<file path="src/rtl/rtc_pkg.sv">
package rtc_pkg;

   // ************************************************************
   // Timing
   // ************************************************************
   localparam int CLK_HZ        = 50_000_000;
   localparam int CLK_PERIOD_NS = 1_000_000_000 / CLK_HZ;
   localparam int GUARD_NS      = 300_000;
   // Least time, rounded up
   localparam int GUARD_CYCLES  = (GUARD_NS + CLK_PERIOD_NS - 1) / CLK_PERIOD_NS;
   localparam int WINDOW_NS     = 50_000;
   // Longest time, rounded down
   localparam int WINDOW_CYCLES = WINDOW_NS / CLK_PERIOD_NS;
   localparam int PRESC_DIV     = 128;
   localparam int RC_DIV        = 4;
   localparam int ADDR_W        = 12;

   // ************************************************************
   // Register indices (byte address is four times the index)
   // ************************************************************
   localparam logic [7:0] IDX_CONTROL  = 8'hf1;
   localparam logic [7:0] IDX_SUBSEC   = 8'he9;
   localparam logic [7:0] IDX_SECOND   = 8'hf2;
   localparam logic [7:0] IDX_MINUTE   = 8'hf3;
   localparam logic [7:0] IDX_HOUR     = 8'hf4;
   localparam logic [7:0] IDX_DAY_LOW  = 8'hf5;
   localparam logic [7:0] IDX_DAY_HIGH = 8'hf6;
   localparam logic [7:0] IDX_AL_SEC   = 8'hea;
   localparam logic [7:0] IDX_AL_MIN   = 8'heb;
   localparam logic [7:0] IDX_AL_HOUR  = 8'hec;
   localparam logic [7:0] IDX_THRESH   = 8'hed;
   localparam logic [7:0] IDX_FLAGS    = 8'hee;
   localparam logic [7:0] IDX_CONFIG   = 8'hef;

   // ************************************************************
   // Fields and reset values
   // ************************************************************
   localparam int CTL_RUN   = 7;
   localparam int CTL_SUBIE = 6;
   localparam int CTL_HALFE = 5;
   localparam int CTL_SCE   = 4;
   localparam int CTL_MCE   = 3;
   localparam int CTL_HCE   = 2;
   localparam int CTL_WE    = 1;
   localparam logic [7:0] CTL_MASK  = 8'hfe;
   localparam int FLG_SUB   = 2;
   localparam int FLG_HALF  = 1;
   localparam int FLG_ALARM = 0;
   localparam int CFG_RC    = 0;
   localparam int HOUR_LSB  = 5;
   localparam logic [7:0] RST_BYTE  = 8'h00;
   localparam logic [5:0] SEC_MAX   = 6'd59;
   localparam logic [5:0] MIN_MAX   = 6'd59;
   localparam logic [4:0] HOUR_MAX  = 5'd23;
   localparam logic [2:0] WEEK_OFF  = 3'd0;
   localparam logic [2:0] WEEK_MIN  = 3'd1;
   localparam logic [2:0] WEEK_MAX  = 3'd7;
   localparam logic [6:0] HALF_PHASE = 7'h7f;

   // ************************************************************
   // Carriers
   // ************************************************************
   typedef struct packed {
      logic [2:0] week;
      logic [4:0] hour;
      logic [5:0] minute;
      logic [5:0] second;
   } rtc_time_s;

   typedef struct packed {
      logic       valid;
      logic [7:0] idx;
      logic [7:0] data;
   } rtc_wr_s;

   // Out-of-range values saturate at the highest legal value
   function automatic logic [5:0] rtc_clamp6(logic [5:0] v, logic [5:0] m);
      return (v > m) ? m : v;
   endfunction

   function automatic logic [4:0] rtc_clamp5(logic [4:0] v, logic [4:0] m);
      return (v > m) ? m : v;
   endfunction

   function automatic logic rtc_mapped(logic [7:0] idx);
      return (idx == IDX_CONTROL) || (idx == IDX_CONFIG) ||
             ((idx >= IDX_SUBSEC) && (idx <= IDX_FLAGS)) ||
             ((idx >= IDX_SECOND) && (idx <= IDX_DAY_HIGH));
   endfunction

endpackage

</file>
<file path="src/rtl/rtc_apb_slave.sv">
module rtc_apb_slave (
   // Clock and reset
   input  wire logic                        clk,
   input  wire logic                        rst,
   // APB
   input  wire logic                        psel,
   input  wire logic                        penable,
   input  wire logic                        pwrite,
   input  wire logic [rtc_pkg::ADDR_W-1:0]  paddr,
   input  wire logic [31:0]                 pwdata,
   output logic      [31:0]                 prdata,
   output logic                             pready,
   output logic                             pslverr,
   // Register file side
   output rtc_pkg::rtc_wr_s                 wr,
   output logic      [7:0]                  rd_idx,
   input  wire logic [7:0]                  rd_data
);
   import rtc_pkg::*;

   logic hit;
   logic err_reg;

   assign rd_idx = paddr[9:2];
   assign hit    = rtc_mapped(paddr[9:2]) && (paddr[1:0] == 2'h0) &&
                   (paddr[ADDR_W-1:10] == '0);

   // Read data is caught in the setup cycle so the access needs no wait
   always_ff @(posedge clk) begin
      if (rst) begin
         prdata  <= 32'h0;
         err_reg <= 1'b0;
      end else if (psel && !penable) begin
         prdata  <= (hit && !pwrite) ? {24'h0, rd_data} : 32'h0;
         err_reg <= !hit;
      end
   end

   assign pready    = 1'b1;
   assign pslverr   = psel && penable && err_reg;
   assign wr.valid  = psel && penable && pwrite && !err_reg;
   assign wr.idx    = paddr[9:2];
   assign wr.data   = pwdata[7:0];

endmodule

</file>
<file path="src/rtl/rtc_calendar_alarm.sv">
// Operation
// - Counters advance only while run enable is set; otherwise everything holds.
// - Counter writes within 300 us of enabling are ignored.
// - Counting clock is the crystal, or the RC oscillator divided by 4.
// - Time write enable gates writes to all time counter registers.
// - Write enable clears itself 50 us after it is set or a counter write; here any non-control register write while counter writes are open restarts it too.
// - Out-of-range second, minute, hour writes saturate at the highest legal value.
// - Writing second, minute, hour or week clears the sub-second counter.
// - All counters are readable at any time.
// - Alarm match sets the alarm flag and requests an interrupt.
// - Alarm registers accept writes without write enable.
// - Per-field compare enables; a disabled field always matches.
// - Alarm fires once per day or periodically, by compares enabled.
// - Control bit 6 enables the sub-second interrupt.
// - Unit keeps running in low-power modes and raises a wake event.
// - Control bit 5 enables the half-second interrupt.
// - Sub-second interval is threshold plus one times 128 counting clocks.
// - Each interrupt flag clears when software writes 1 to it.
// - Seconds and minutes count 0 to 59; sub-second steps every 1/256 s.
//
// Chosen here: the APB interface to the registers.
module rtc_calendar_alarm #(
   parameter int GUARD_CYC  = rtc_pkg::GUARD_CYCLES,
   parameter int WINDOW_CYC = rtc_pkg::WINDOW_CYCLES
) (
   // Clock and reset
   input  wire logic                        SYS_CLK,
   input  wire logic                        RST,
   // APB
   input  wire logic                        PSEL,
   input  wire logic                        PENABLE,
   input  wire logic                        PWRITE,
   input  wire logic [rtc_pkg::ADDR_W-1:0]  PADDR,
   input  wire logic [31:0]                 PWDATA,
   output logic      [31:0]                 PRDATA,
   output logic                             PREADY,
   output logic                             PSLVERR,
   // Oscillator pins
   input  wire logic                        XTAL_CLK_IN,
   input  wire logic                        RC_CLK_IN,
   // Events
   output logic                             RTC_IRQ,
   output logic                             RTC_WAKE
);
   import rtc_pkg::*;

   localparam int GW = $clog2(GUARD_CYC + 1);
   localparam int WW = $clog2(WINDOW_CYC + 1);

   rtc_wr_s    wr;
   logic [7:0] rd_idx;
   logic [7:0] rd_data;
   logic       tick;

   logic [7:0]    ctl_reg;
   logic [7:0]    cfg_reg;
   logic [7:0]    ss_reg;
   rtc_time_s     tm_reg;
   logic [15:0]   day_reg;
   logic [5:0]    al_sec_reg;
   logic [5:0]    al_min_reg;
   logic [4:0]    al_hour_reg;
   logic [7:0]    thresh_reg;
   logic [6:0]    presc_reg;
   logic [7:0]    sub_cnt_reg;
   logic [2:0]    flags_reg;
   logic [2:0]    flags_next;
   logic [GW-1:0] guard_reg;
   logic [WW-1:0] win_reg;
   logic          match_reg;
   logic          irq_reg;
   logic          wake_reg;

   logic run;
   logic guard_done;
   logic cnt_wr_ok;
   logic unit_tick;
   logic sec_tick;
   logic min_tick;
   logic hour_tick;
   logic half_tick;
   logic sub_tick;
   logic match_now;
   logic alarm_rise;
   logic ctl_wr;
   logic [2:0] flag_set;
   logic [2:0] flag_clr;

   function automatic logic wr_to(rtc_wr_s w, logic [7:0] idx);
      return w.valid && (w.idx == idx);
   endfunction

   rtc_apb_slave u_apb (
      .clk     (SYS_CLK),
      .rst     (RST),
      .psel    (PSEL),
      .penable (PENABLE),
      .pwrite  (PWRITE),
      .paddr   (PADDR),
      .pwdata  (PWDATA),
      .prdata  (PRDATA),
      .pready  (PREADY),
      .pslverr (PSLVERR),
      .wr      (wr),
      .rd_idx  (rd_idx),
      .rd_data (rd_data)
   );

   rtc_tick_gen u_tick (
      .clk      (SYS_CLK),
      .rst      (RST),
      .xtal_clk (XTAL_CLK_IN),
      .rc_clk   (RC_CLK_IN),
      .use_rc   (cfg_reg[CFG_RC]),
      .tick     (tick)
   );

   // ************************************************************
   // Time base
   // ************************************************************
   assign run       = ctl_reg[CTL_RUN];
   assign unit_tick = run && tick && (presc_reg == 7'(PRESC_DIV - 1));
   assign sec_tick  = unit_tick && (ss_reg == 8'hff);
   assign min_tick  = sec_tick && (tm_reg.second == SEC_MAX);
   assign hour_tick = min_tick && (tm_reg.minute == MIN_MAX);
   assign half_tick = unit_tick && (ss_reg[6:0] == HALF_PHASE);
   assign sub_tick  = unit_tick && (sub_cnt_reg == thresh_reg);

   always_ff @(posedge SYS_CLK) begin
      if (RST) begin
         presc_reg   <= 7'h0;
         sub_cnt_reg <= 8'h0;
      end else if (run && tick) begin
         presc_reg   <= presc_reg + 7'h1;
         if (unit_tick) begin
            sub_cnt_reg <= sub_tick ? 8'h0 : sub_cnt_reg + 8'h1;
         end
      end
   end

   // ************************************************************
   // Control and write window
   // ************************************************************
   assign ctl_wr     = wr_to(wr, IDX_CONTROL);
   assign guard_done = (guard_reg == GW'(GUARD_CYC));
   assign cnt_wr_ok  = run && guard_done && ctl_reg[CTL_WE];

   always_ff @(posedge SYS_CLK) begin
      if (RST || !run) begin
         guard_reg <= '0;
      end else if (!guard_done) begin
         guard_reg <= guard_reg + GW'(1);
      end
   end

   always_ff @(posedge SYS_CLK) begin
      if (RST) begin
         win_reg <= '0;
      end else if ((ctl_wr && wr.data[CTL_WE]) ||
                   (cnt_wr_ok && wr.valid && (wr.idx != IDX_CONTROL))) begin
         win_reg <= WW'(WINDOW_CYC);
      end else if (win_reg != '0) begin
         win_reg <= win_reg - WW'(1);
      end
   end

   always_ff @(posedge SYS_CLK) begin
      if (RST) begin
         ctl_reg <= RST_BYTE;
      end else if (ctl_wr) begin
         ctl_reg <= wr.data & CTL_MASK;
      end else if (win_reg == WW'(1)) begin
         ctl_reg[CTL_WE] <= 1'b0;
      end
   end

   always_ff @(posedge SYS_CLK) begin
      if (RST) begin
         cfg_reg <= RST_BYTE;
      end else if (wr_to(wr, IDX_CONFIG)) begin
         cfg_reg <= {7'h0, wr.data[CFG_RC]};
      end
   end

   // ************************************************************
   // Time counters
   // ************************************************************
   always_ff @(posedge SYS_CLK) begin
      if (RST) begin
         ss_reg <= RST_BYTE;
      end else if (cnt_wr_ok && wr_to(wr, IDX_SUBSEC)) begin
         ss_reg <= wr.data;
      end else if (cnt_wr_ok && (wr_to(wr, IDX_SECOND) || wr_to(wr, IDX_MINUTE) ||
                                 wr_to(wr, IDX_HOUR))) begin
         ss_reg <= 8'h0;
      end else if (unit_tick) begin
         ss_reg <= ss_reg + 8'h1;
      end
   end

   always_ff @(posedge SYS_CLK) begin
      if (RST) begin
         tm_reg <= '0;
      end else begin
         // Software write wins over a carry arriving in the same cycle
         if (cnt_wr_ok && wr_to(wr, IDX_SECOND)) begin
            tm_reg.second <= rtc_clamp6(wr.data[5:0], SEC_MAX);
         end else if (sec_tick) begin
            tm_reg.second <= min_tick ? 6'h0 : tm_reg.second + 6'h1;
         end
         if (cnt_wr_ok && wr_to(wr, IDX_MINUTE)) begin
            tm_reg.minute <= rtc_clamp6(wr.data[5:0], MIN_MAX);
         end else if (min_tick) begin
            tm_reg.minute <= hour_tick ? 6'h0 : tm_reg.minute + 6'h1;
         end
         if (cnt_wr_ok && wr_to(wr, IDX_HOUR)) begin
            tm_reg.hour <= rtc_clamp5(wr.data[4:0], HOUR_MAX);
            tm_reg.week <= wr.data[7:HOUR_LSB];
         end else if (hour_tick) begin
            tm_reg.hour <= (tm_reg.hour == HOUR_MAX) ? 5'h0 : tm_reg.hour + 5'h1;
            // Week zero means week counting is off
            if ((tm_reg.hour == HOUR_MAX) && (tm_reg.week != WEEK_OFF)) begin
               tm_reg.week <= (tm_reg.week == WEEK_MAX) ? WEEK_MIN : tm_reg.week + 3'h1;
            end
         end
      end
   end

   always_ff @(posedge SYS_CLK) begin
      if (RST) begin
         day_reg <= 16'h0;
      end else if (cnt_wr_ok && wr_to(wr, IDX_DAY_LOW)) begin
         day_reg[7:0] <= wr.data;
      end else if (cnt_wr_ok && wr_to(wr, IDX_DAY_HIGH)) begin
         day_reg[15:8] <= wr.data;
      end else if (hour_tick && (tm_reg.hour == HOUR_MAX)) begin
         day_reg <= day_reg + 16'h1;
      end
   end

   // ************************************************************
   // Alarm and threshold
   // ************************************************************
   always_ff @(posedge SYS_CLK) begin
      if (RST) begin
         al_sec_reg  <= 6'h0;
         al_min_reg  <= 6'h0;
         al_hour_reg <= 5'h0;
         thresh_reg  <= RST_BYTE;
      end else begin
         if (wr_to(wr, IDX_AL_SEC)) al_sec_reg <= rtc_clamp6(wr.data[5:0], SEC_MAX);
         if (wr_to(wr, IDX_AL_MIN)) al_min_reg <= rtc_clamp6(wr.data[5:0], MIN_MAX);
         if (wr_to(wr, IDX_AL_HOUR)) al_hour_reg <= rtc_clamp5(wr.data[4:0], HOUR_MAX);
         if (wr_to(wr, IDX_THRESH)) thresh_reg <= wr.data;
      end
   end

   assign match_now = (!ctl_reg[CTL_SCE] || (tm_reg.second == al_sec_reg)) &&
                      (!ctl_reg[CTL_MCE] || (tm_reg.minute == al_min_reg)) &&
                      (!ctl_reg[CTL_HCE] || (tm_reg.hour == al_hour_reg));
   // Edge of a match: one event per minute, hour or day as enables choose
   assign alarm_rise = run && match_now && !match_reg;

   always_ff @(posedge SYS_CLK) begin
      if (RST) begin
         match_reg <= 1'b0;
      end else if (run) begin
         match_reg <= match_now;
      end
   end

   // ************************************************************
   // Flags, interrupt and wake
   // ************************************************************
   assign flag_set = {sub_tick && ctl_reg[CTL_SUBIE],
                      half_tick && ctl_reg[CTL_HALFE],
                      alarm_rise};
   assign flag_clr = wr_to(wr, IDX_FLAGS) ? wr.data[2:0] : 3'h0;
   // A new event wins over a clear in the same cycle
   assign flags_next = (flags_reg & ~flag_clr) | flag_set;

   always_ff @(posedge SYS_CLK) begin
      if (RST) begin
         flags_reg <= 3'h0;
         irq_reg   <= 1'b0;
         wake_reg  <= 1'b0;
      end else begin
         flags_reg <= flags_next;
         irq_reg   <= |flags_next;
         wake_reg  <= |flag_set;
      end
   end

   assign RTC_IRQ  = irq_reg;
   assign RTC_WAKE = wake_reg;

   // ************************************************************
   // Register read
   // ************************************************************
   always_comb begin
      unique case (rd_idx)
         IDX_CONTROL:  rd_data = ctl_reg;
         IDX_CONFIG:   rd_data = cfg_reg;
         IDX_SUBSEC:   rd_data = ss_reg;
         IDX_SECOND:   rd_data = {2'h0, tm_reg.second};
         IDX_MINUTE:   rd_data = {2'h0, tm_reg.minute};
         IDX_HOUR:     rd_data = {tm_reg.week, tm_reg.hour};
         IDX_DAY_LOW:  rd_data = day_reg[7:0];
         IDX_DAY_HIGH: rd_data = day_reg[15:8];
         IDX_AL_SEC:   rd_data = {2'h0, al_sec_reg};
         IDX_AL_MIN:   rd_data = {2'h0, al_min_reg};
         IDX_AL_HOUR:  rd_data = {3'h0, al_hour_reg};
         IDX_THRESH:   rd_data = thresh_reg;
         IDX_FLAGS:    rd_data = {5'h0, flags_reg};
         default:      rd_data = 8'h00;
      endcase
   end
endmodule

</file>
<file path="src/rtl/rtc_tick_gen.sv">
module rtc_tick_gen (
   // Clock and reset
   input  wire logic clk,
   input  wire logic rst,
   // Oscillator pins and source select
   input  wire logic xtal_clk,
   input  wire logic rc_clk,
   input  wire logic use_rc,
   // One pulse per counting clock period
   output logic      tick
);
   import rtc_pkg::*;

   logic [2:0] xtal_sync_reg;
   logic [2:0] rc_sync_reg;
   logic [1:0] rc_div_reg;
   logic       xtal_edge;
   logic       rc_edge;

   // Pins are asynchronous; stage 0 feeds stage 1 only
   always_ff @(posedge clk) begin
      if (rst) begin
         xtal_sync_reg <= 3'h0;
         rc_sync_reg   <= 3'h0;
      end else begin
         xtal_sync_reg <= {xtal_sync_reg[1:0], xtal_clk};
         rc_sync_reg   <= {rc_sync_reg[1:0], rc_clk};
      end
   end

   assign xtal_edge = xtal_sync_reg[1] & ~xtal_sync_reg[2];
   assign rc_edge   = rc_sync_reg[1] & ~rc_sync_reg[2];

   always_ff @(posedge clk) begin
      if (rst) begin
         rc_div_reg <= 2'h0;
      end else if (rc_edge) begin
         rc_div_reg <= (rc_div_reg == 2'(RC_DIV - 1)) ? 2'h0 : rc_div_reg + 2'h1;
      end
   end

   always_ff @(posedge clk) begin
      if (rst) begin
         tick <= 1'b0;
      end else if (use_rc) begin
         tick <= rc_edge && (rc_div_reg == 2'(RC_DIV - 1));
      end else begin
         tick <= xtal_edge;
      end
   end

endmodule

</file>
<file path="config.mk">
export PLATFORM = sky130hd
export DESIGN_NAME = rtc_calendar_alarm
export DESIGN_NICKNAME = d
export VERILOG_FILES = /design/src/rtl/rtc_pkg.sv /design/src/rtl/rtc_apb_slave.sv /design/src/rtl/rtc_calendar_alarm.sv /design/src/rtl/rtc_tick_gen.sv
export SDC_FILE = /design/constraint.sdc
export NUM_CORES = 1
export LEC_CHECK = 0
export ABC_AREA = 1
export ABC_CLOCK_PERIOD_IN_PS = 2100
export BUFFER_PORTS_ARGS = -buffer_cell sky130_fd_sc_hd__buf_2
export CELL_PAD_IN_SITES_DETAIL_PLACEMENT = 1
export CELL_PAD_IN_SITES_GLOBAL_PLACEMENT = 2
export CORE_ASPECT_RATIO = 0.8
export CORE_MARGIN = 2
export CORE_UTILIZATION = 33
export CTS_CLUSTER_SIZE = 25
export DETAILED_ROUTE_END_ITERATION = 10
export PLACE_DENSITY_LB_ADDON = 0.1
export SLEW_MARGIN = 30
export SYNTH_ARGS = -nofsm -noshare
export SYNTH_HDL_FRONTEND = slang
export SYNTH_SLANG_ARGS = --single-unit
</file>
<file path="constraint.sdc">
create_clock -name SYS_CLK -period 2.1 [get_ports SYS_CLK]
set_input_delay 0.315 -clock SYS_CLK [delete_from_list [all_inputs] [get_ports SYS_CLK]]
set_output_delay 0.315 -clock SYS_CLK [all_outputs]
set_load 0.01 [all_outputs]
</file>
* Yosys cells after proc, flatten, opt, wreduce, memory -nomap -nowiden
Cells that the tools add are included. Widths: inputs -> output; s select.
Word-level totals: bits of input ports 51, output and inout bits 36, bits in registers 166, word-level logic and storage cells 203
Operators by class: bitwise gates (word level) 8, reduce and logical (&&, ||, !) cells 90, order comparisons 6, add/subtract/negate cells 11, mux-type cells 30, eq/ne operators 29
Operator list (number):
- $eq 8x8->1 const B | 14
- $pmux 8 s13 | 1
- $mux 8 | 10
- $logic_and 1x1->1 | 51
- $mux 6 | 7
- $mux 12 | 2
- $add 16x1->16 const B | 1
- $add 8x1->8 const B | 2
- $ge 8x8->1 const B | 2
- $le 8x8->1 const B | 2
- $mux 16 | 1
- $reduce_bool 2->1 | 8
- $add 14x1->14 const B | 1
- $eq 14x14->1 const B | 1
- $eq 7x7->1 const B | 2
- $add 6x1->6 const B | 2
- $eq 12x1->1 const B | 1
- $eq 6x6->1 | 2
- $eq 6x6->1 const B | 2
- $reduce_bool 12->1 | 1
- $sub 12x1->12 const B | 1
- $logic_or 1x1->1 | 10
- $mux 5 | 2
- $logic_not 1->1 | 9
- 26 further kinds | 39

* Logic depth before layout (Yosys ltp)
depth after elaboration 9, mapped depth 14, depth with buffers taken out 14

* Cells and area by module
Synthesis repeated with hierarchy kept, for this count alone.
Second synthesis, totals: cell total of the unflattened synthesis 1466, area total of the unflattened synthesis 9162.5 sq um
Modules (own cells, without submodules):
- rtc_calendar_alarm | area an instance 7948.9 sq um, seq. area each 2482.4 sq um, times used 1, cells each 1294
- rtc_apb_slave | area an instance 877.1 sq um, seq. area each 180.2 sq um, times used 1, cells each 129
- rtc_tick_gen | area an instance 336.6 sq um, seq. area each 180.2 sq um, times used 1, cells each 43

* Worst setup path before layout
No wires, ideal clock.
kind register to register, start reg tm_reg[0] (netlist name), end reg tm_reg[19] (netlist name), setup time 117 ps, arrival time 1570 ps, data required time 1983 ps, buffers on the path 0, period minus slack after synthesis 1687 ps, slack 413 ps, cell stages (with the launch flop) 8, path through dfxtp_1 > ha_1 > nand3_1 > nor3_4 > nand3_1 > o21ai_2 > and3_1 > nor2_1
On the way: cells in the longest elaborated chain, start to end 5
Ends and longest elaborated chain:
- from (decl) | RTL line rtc_calendar_alarm.sv:58 | rtc_time_s tm_reg;
- $eq 6x6->1 | RTL line rtc_calendar_alarm.sv:124 | assign min_tick = sec_tick && (tm_reg.second == SEC_MAX);
- $logic_and 1x1->1 | RTL line rtc_calendar_alarm.sv:124
- $logic_and 1x1->1 | RTL line rtc_calendar_alarm.sv:125 | assign hour_tick = min_tick && (tm_reg.minute == MIN_MAX);
- $reduce_bool 2->1 (no source line)
- $reduce_and 2->1 (no source line)
No other way between the ends. A chain may end at the register's enable or synchronous reset.

* Worst setup path in the final report
start reg tm_reg[1] (netlist name), end reg day_reg[8]
On the way: cells in the longest elaborated chain, start to end 6
Ends and longest elaborated chain:
- $eq 6x6->1 | RTL line rtc_calendar_alarm.sv:124
- $logic_and 1x1->1 | RTL line rtc_calendar_alarm.sv:124
- $logic_and 1x1->1 | RTL line rtc_calendar_alarm.sv:125
- $logic_and 1x1->1 | RTL line rtc_calendar_alarm.sv:236 | end else if (hour_tick && (tm_reg.hour == HOUR_MAX)) begin
- $reduce_bool 2->1 (no source line)
- $reduce_and 2->1 (no source line)
- to (signal assigned) | RTL line rtc_calendar_alarm.sv:235 | day_reg[15:8] <= wr.data;
- to (signal assigned) | RTL line rtc_calendar_alarm.sv:237 | day_reg <= day_reg + 16'h1;
- to (decl) | RTL line rtc_calendar_alarm.sv:59 | logic [15:0] day_reg;
No other way between the ends.

==> impl_metrics.json <==
{
  "ant_nets": 0,
  "critPathKind": "register to register",
  "synth_cell_types": 52,
  "stdcell_area_sq_mm": 0.0103,
  "switching_share_pct": 29.8,
  "cts_buffers": 17,
  "cts_max_level": 4,
  "synth_edf_count": 0,
  "holdWs_ps": 102,
  "yosys.area.top_type": "dfxtp_1",
  "maxCapViolCount": 0,
  "period_share_pct": 93.6,
  "placementRows": 53,
  "insertion_delay_ps": 430,
  "holdBufCountCts": 0,
  "ir_drop_mv": 0.634,
  "initial_core_util_pct": 33.6,
  "internal_power_uw": 4800,
  "met2WireLength_um": 13600,
  "hold_viol": 0,
  "p_switching_uw": 2040,
  "synth_top_area_share_pct": 32.1,
  "routed_wl_um": 31700,
  "critPathArrivalTime_ps": 2260,
  "ys_top_cells_by_area": "dfxtp_1, nand2_1, inv_1",
  "wirelength_met1_um": 16500,
  "ys_ff_latch": 142,
  "fill_cells": 3486,
  "vias": 9047,
  "largest_register_ffs": 20,
  "yosysWarnings": 0,
  "track_usage_pct": 23.0,
  "power_frac_comb_pct": 15.1,
  "setup_violations": 0,
  "die_h_um": 151,
  "drt_first_pass_iters": 5,
  "grt_max_degree": 60,
  "share_seq_of_total_power_pct": 42.4,
  "synthSimpleGateAreaFrac_pct": 37.3,
  "die_area_sq_mm": 0.0282,
  "finalMaxSlewViolations": 0,
  "fmax_mhz": 509,
  "relSlewSlack_pct": 64.6,
  "fin_worst_skew_ps": 11.4,
  "hold_class": "input port to register",
  "cts_sinks": 142,
  "status": "completed",
  "syn_to_final_growth_pct": 16.9,
  "antenna_found_initial": 0,
  "fin_crit_ps": 1970,
  "drt-initial-drc-count": 487,
  "place_area_sq_mm": 0.00967,
  "synth_cells": 1385,
  "remaining_drc_errors": 0,
  "routed.top_layer": "met4",
  "power_frac_clock_pct": 42.5,
  "diodes": 0,
  "synth_area_per_cell_sq_um": 6.39,
  "overflow": 0,
  "dp_hpwl_um": 24500,
  "drive_gt1_share_pct": 14.2,
  "crit_required_ps": 2400,
  "first_global_vias": 8793,
  "layout.nets": 1536,
  "wl_met3_um": 1120,
  "via_per_inst": 4.92,
  "synth_fa_ha_area_share_pct": 2.12,
  "io_buffers": 37,
  "coreArea_sq_mm": 0.0263,
  "netlist_area_sq_mm": 0.00885,
  "die-width_um": 187,
  "worst_pin_slew_ps": 528,
  "grt_first_pass_wirelength_um": 49800,
  "ys_async_sr_fraction_pct": 0,
  "cts_tree": "built",
  "clockBufferDepth": 2,
  "power_density_mw_per_mm2": 660,
  "wire_per_inst_um": 17.2,
  "start_kind": "register",
  "cts.clk_slew.worst_paths_ps": 60,
  "synthXorXnorAreaFrac_pct": 1.98,
  "synth_top_flop_cell": "dfxtp_1",
  "num_io_pins": 87,
  "globalplace.congestion": 0.821,
  "synth_compound_area_share_pct": 14.1,
  "clock-root-buffer": "clkbuf_16",
  "synth_top_family_by_area": "simple AND/OR/NAND/NOR gates",
  "crit_path_max_fanout": 8,
  "ys_seq_area_share_pct": 32.1,
  "p_leak_uw": 0.00447,
  "synth.area.mux_share_pct": 0,
  "end_kind": "register"
}
cell usage in the layout (no fill, tap or decap), types with 14 or more instances in the layout:
cell type	instances
a21oi_1	95
inv_2	14
buf_4	59
nor3_1	26
dfxtp_1	141
nand3_1	103
xor2_1	18
inv_1	179
ha_1	14
nand4_1	17
conb_1	25
buf_2	37
o21ai_0	87
nor2_1	164
nand2_1	345
clkbuf_16	17
path summary, 6_finish.rpt:
| path | from | endpoint | slack, ps | cells after the start |
|---|---|---|---|---|
| hold / removal | XTAL_CLK_IN | u_tick.xtal_sync_reg[0] | 100 | 3 |
| hold reg to reg | u_tick.xtal_sync_reg[0] | u_tick.xtal_sync_reg[1] | 420 | 2 |
| setup reg to reg | tm_reg[1] | day_reg[8] | 130 | 9 |
| setup / recovery | tm_reg[1] | day_reg[8] | 130 | 9 |
layer usage:
metal  vias up  track usage (%)
met3        22             3.43
met4         0             5.63
met2       132             35.6
met1      4331             33.5
met5         -                0
li1       4562                -
synthesized netlist by cell type (all sizes together) (2+ instances only):
| master | n |
|---|---|
| clkbuf | 21 |
| ha | 15 |
| clkinv | 2 |
| o21bai | 2 |
| o21a | 2 |
| o22ai | 11 |
| o211ai | 3 |
| xnor2 | 2 |
| conb | 2 |
| a31oi | 5 |
| buf | 36 |
| a211oi | 2 |
| nand4 | 23 |
| dfxtp | 142 |
| or2 | 7 |
| o21ai | 102 |
| nand3 | 109 |
| and3 | 2 |
| nor3 | 31 |
| inv | 193 |
| nor2 | 185 |
| a21oi | 100 |
| nor3b | 2 |
| nand3b | 5 |
| xor2 | 18 |
| nand2 | 357 |
through the flow:
stage	cells	setup slack (ps)	TNS, ps	utilization, %	power [uW]
global placement	1801	34.0	0	36.7	3970
CTS	1831	1.72	0	38.8	6930
detailed placement	1801	15.7	0	36.7	3990
finish	1838	134	0	39.3	6840
floorplan	1408	413	0	-	3720
global route	1838	-3.56	-3.56	39.3	7180
critical path, stage by stage, from the launching register on:
cell	delay, ps
dfxtp_1	340
ha_1	190
nand3_1	130
nor3_4	280
buf_4	170
nand4_4	210
nand2_1	190
nand2_2	160
nand2_1	100
a21oi_1	60
power by group through the flow:
stage / logic, uW / registers, uW / clock network [uW]
global route: 1180 / 2920 / 3080
finish: 1030 / 2900 / 2910
CTS: 1040 / 2900 / 3000
global placement: 1010 / 2960 / 0
floorplan: 780 / 2940 / 0
detailed placement: 1030 / 2960 / 0
layout make-up:
type | instances | area, sq um | share of cell area (%)
repair buffers | 100 | 708 | 6.84
flip-flops and latches | 142 | 2840 | 27.5
well taps | 357 | 447 | 4.32
multi-input cells | 1014 | 5080 | 49.1
inverters | 195 | 734 | 7.10
clock inverters | 10 | 91.3 | 0.883
clock buffers | 20 | 447 | 4.32
what timing repair did:
item                                    4_1_cts  5_1_grt
pin swaps                                     0       11
endpoints found under the setup margin        1       42
gates resized for setup                       1       15
gates cloned                                  0        0
buffers inserted                              0        7
cells by family after synthesis:
kind of cell,after synthesis
xor gates and xnor gates,20
and+or+nand+nor,722
other,2
buffers and inverters,252
AOI/OAI and AO/OA,232
DFF,142
adders and majority gates,15
Power figures use the tool's default switching activity.
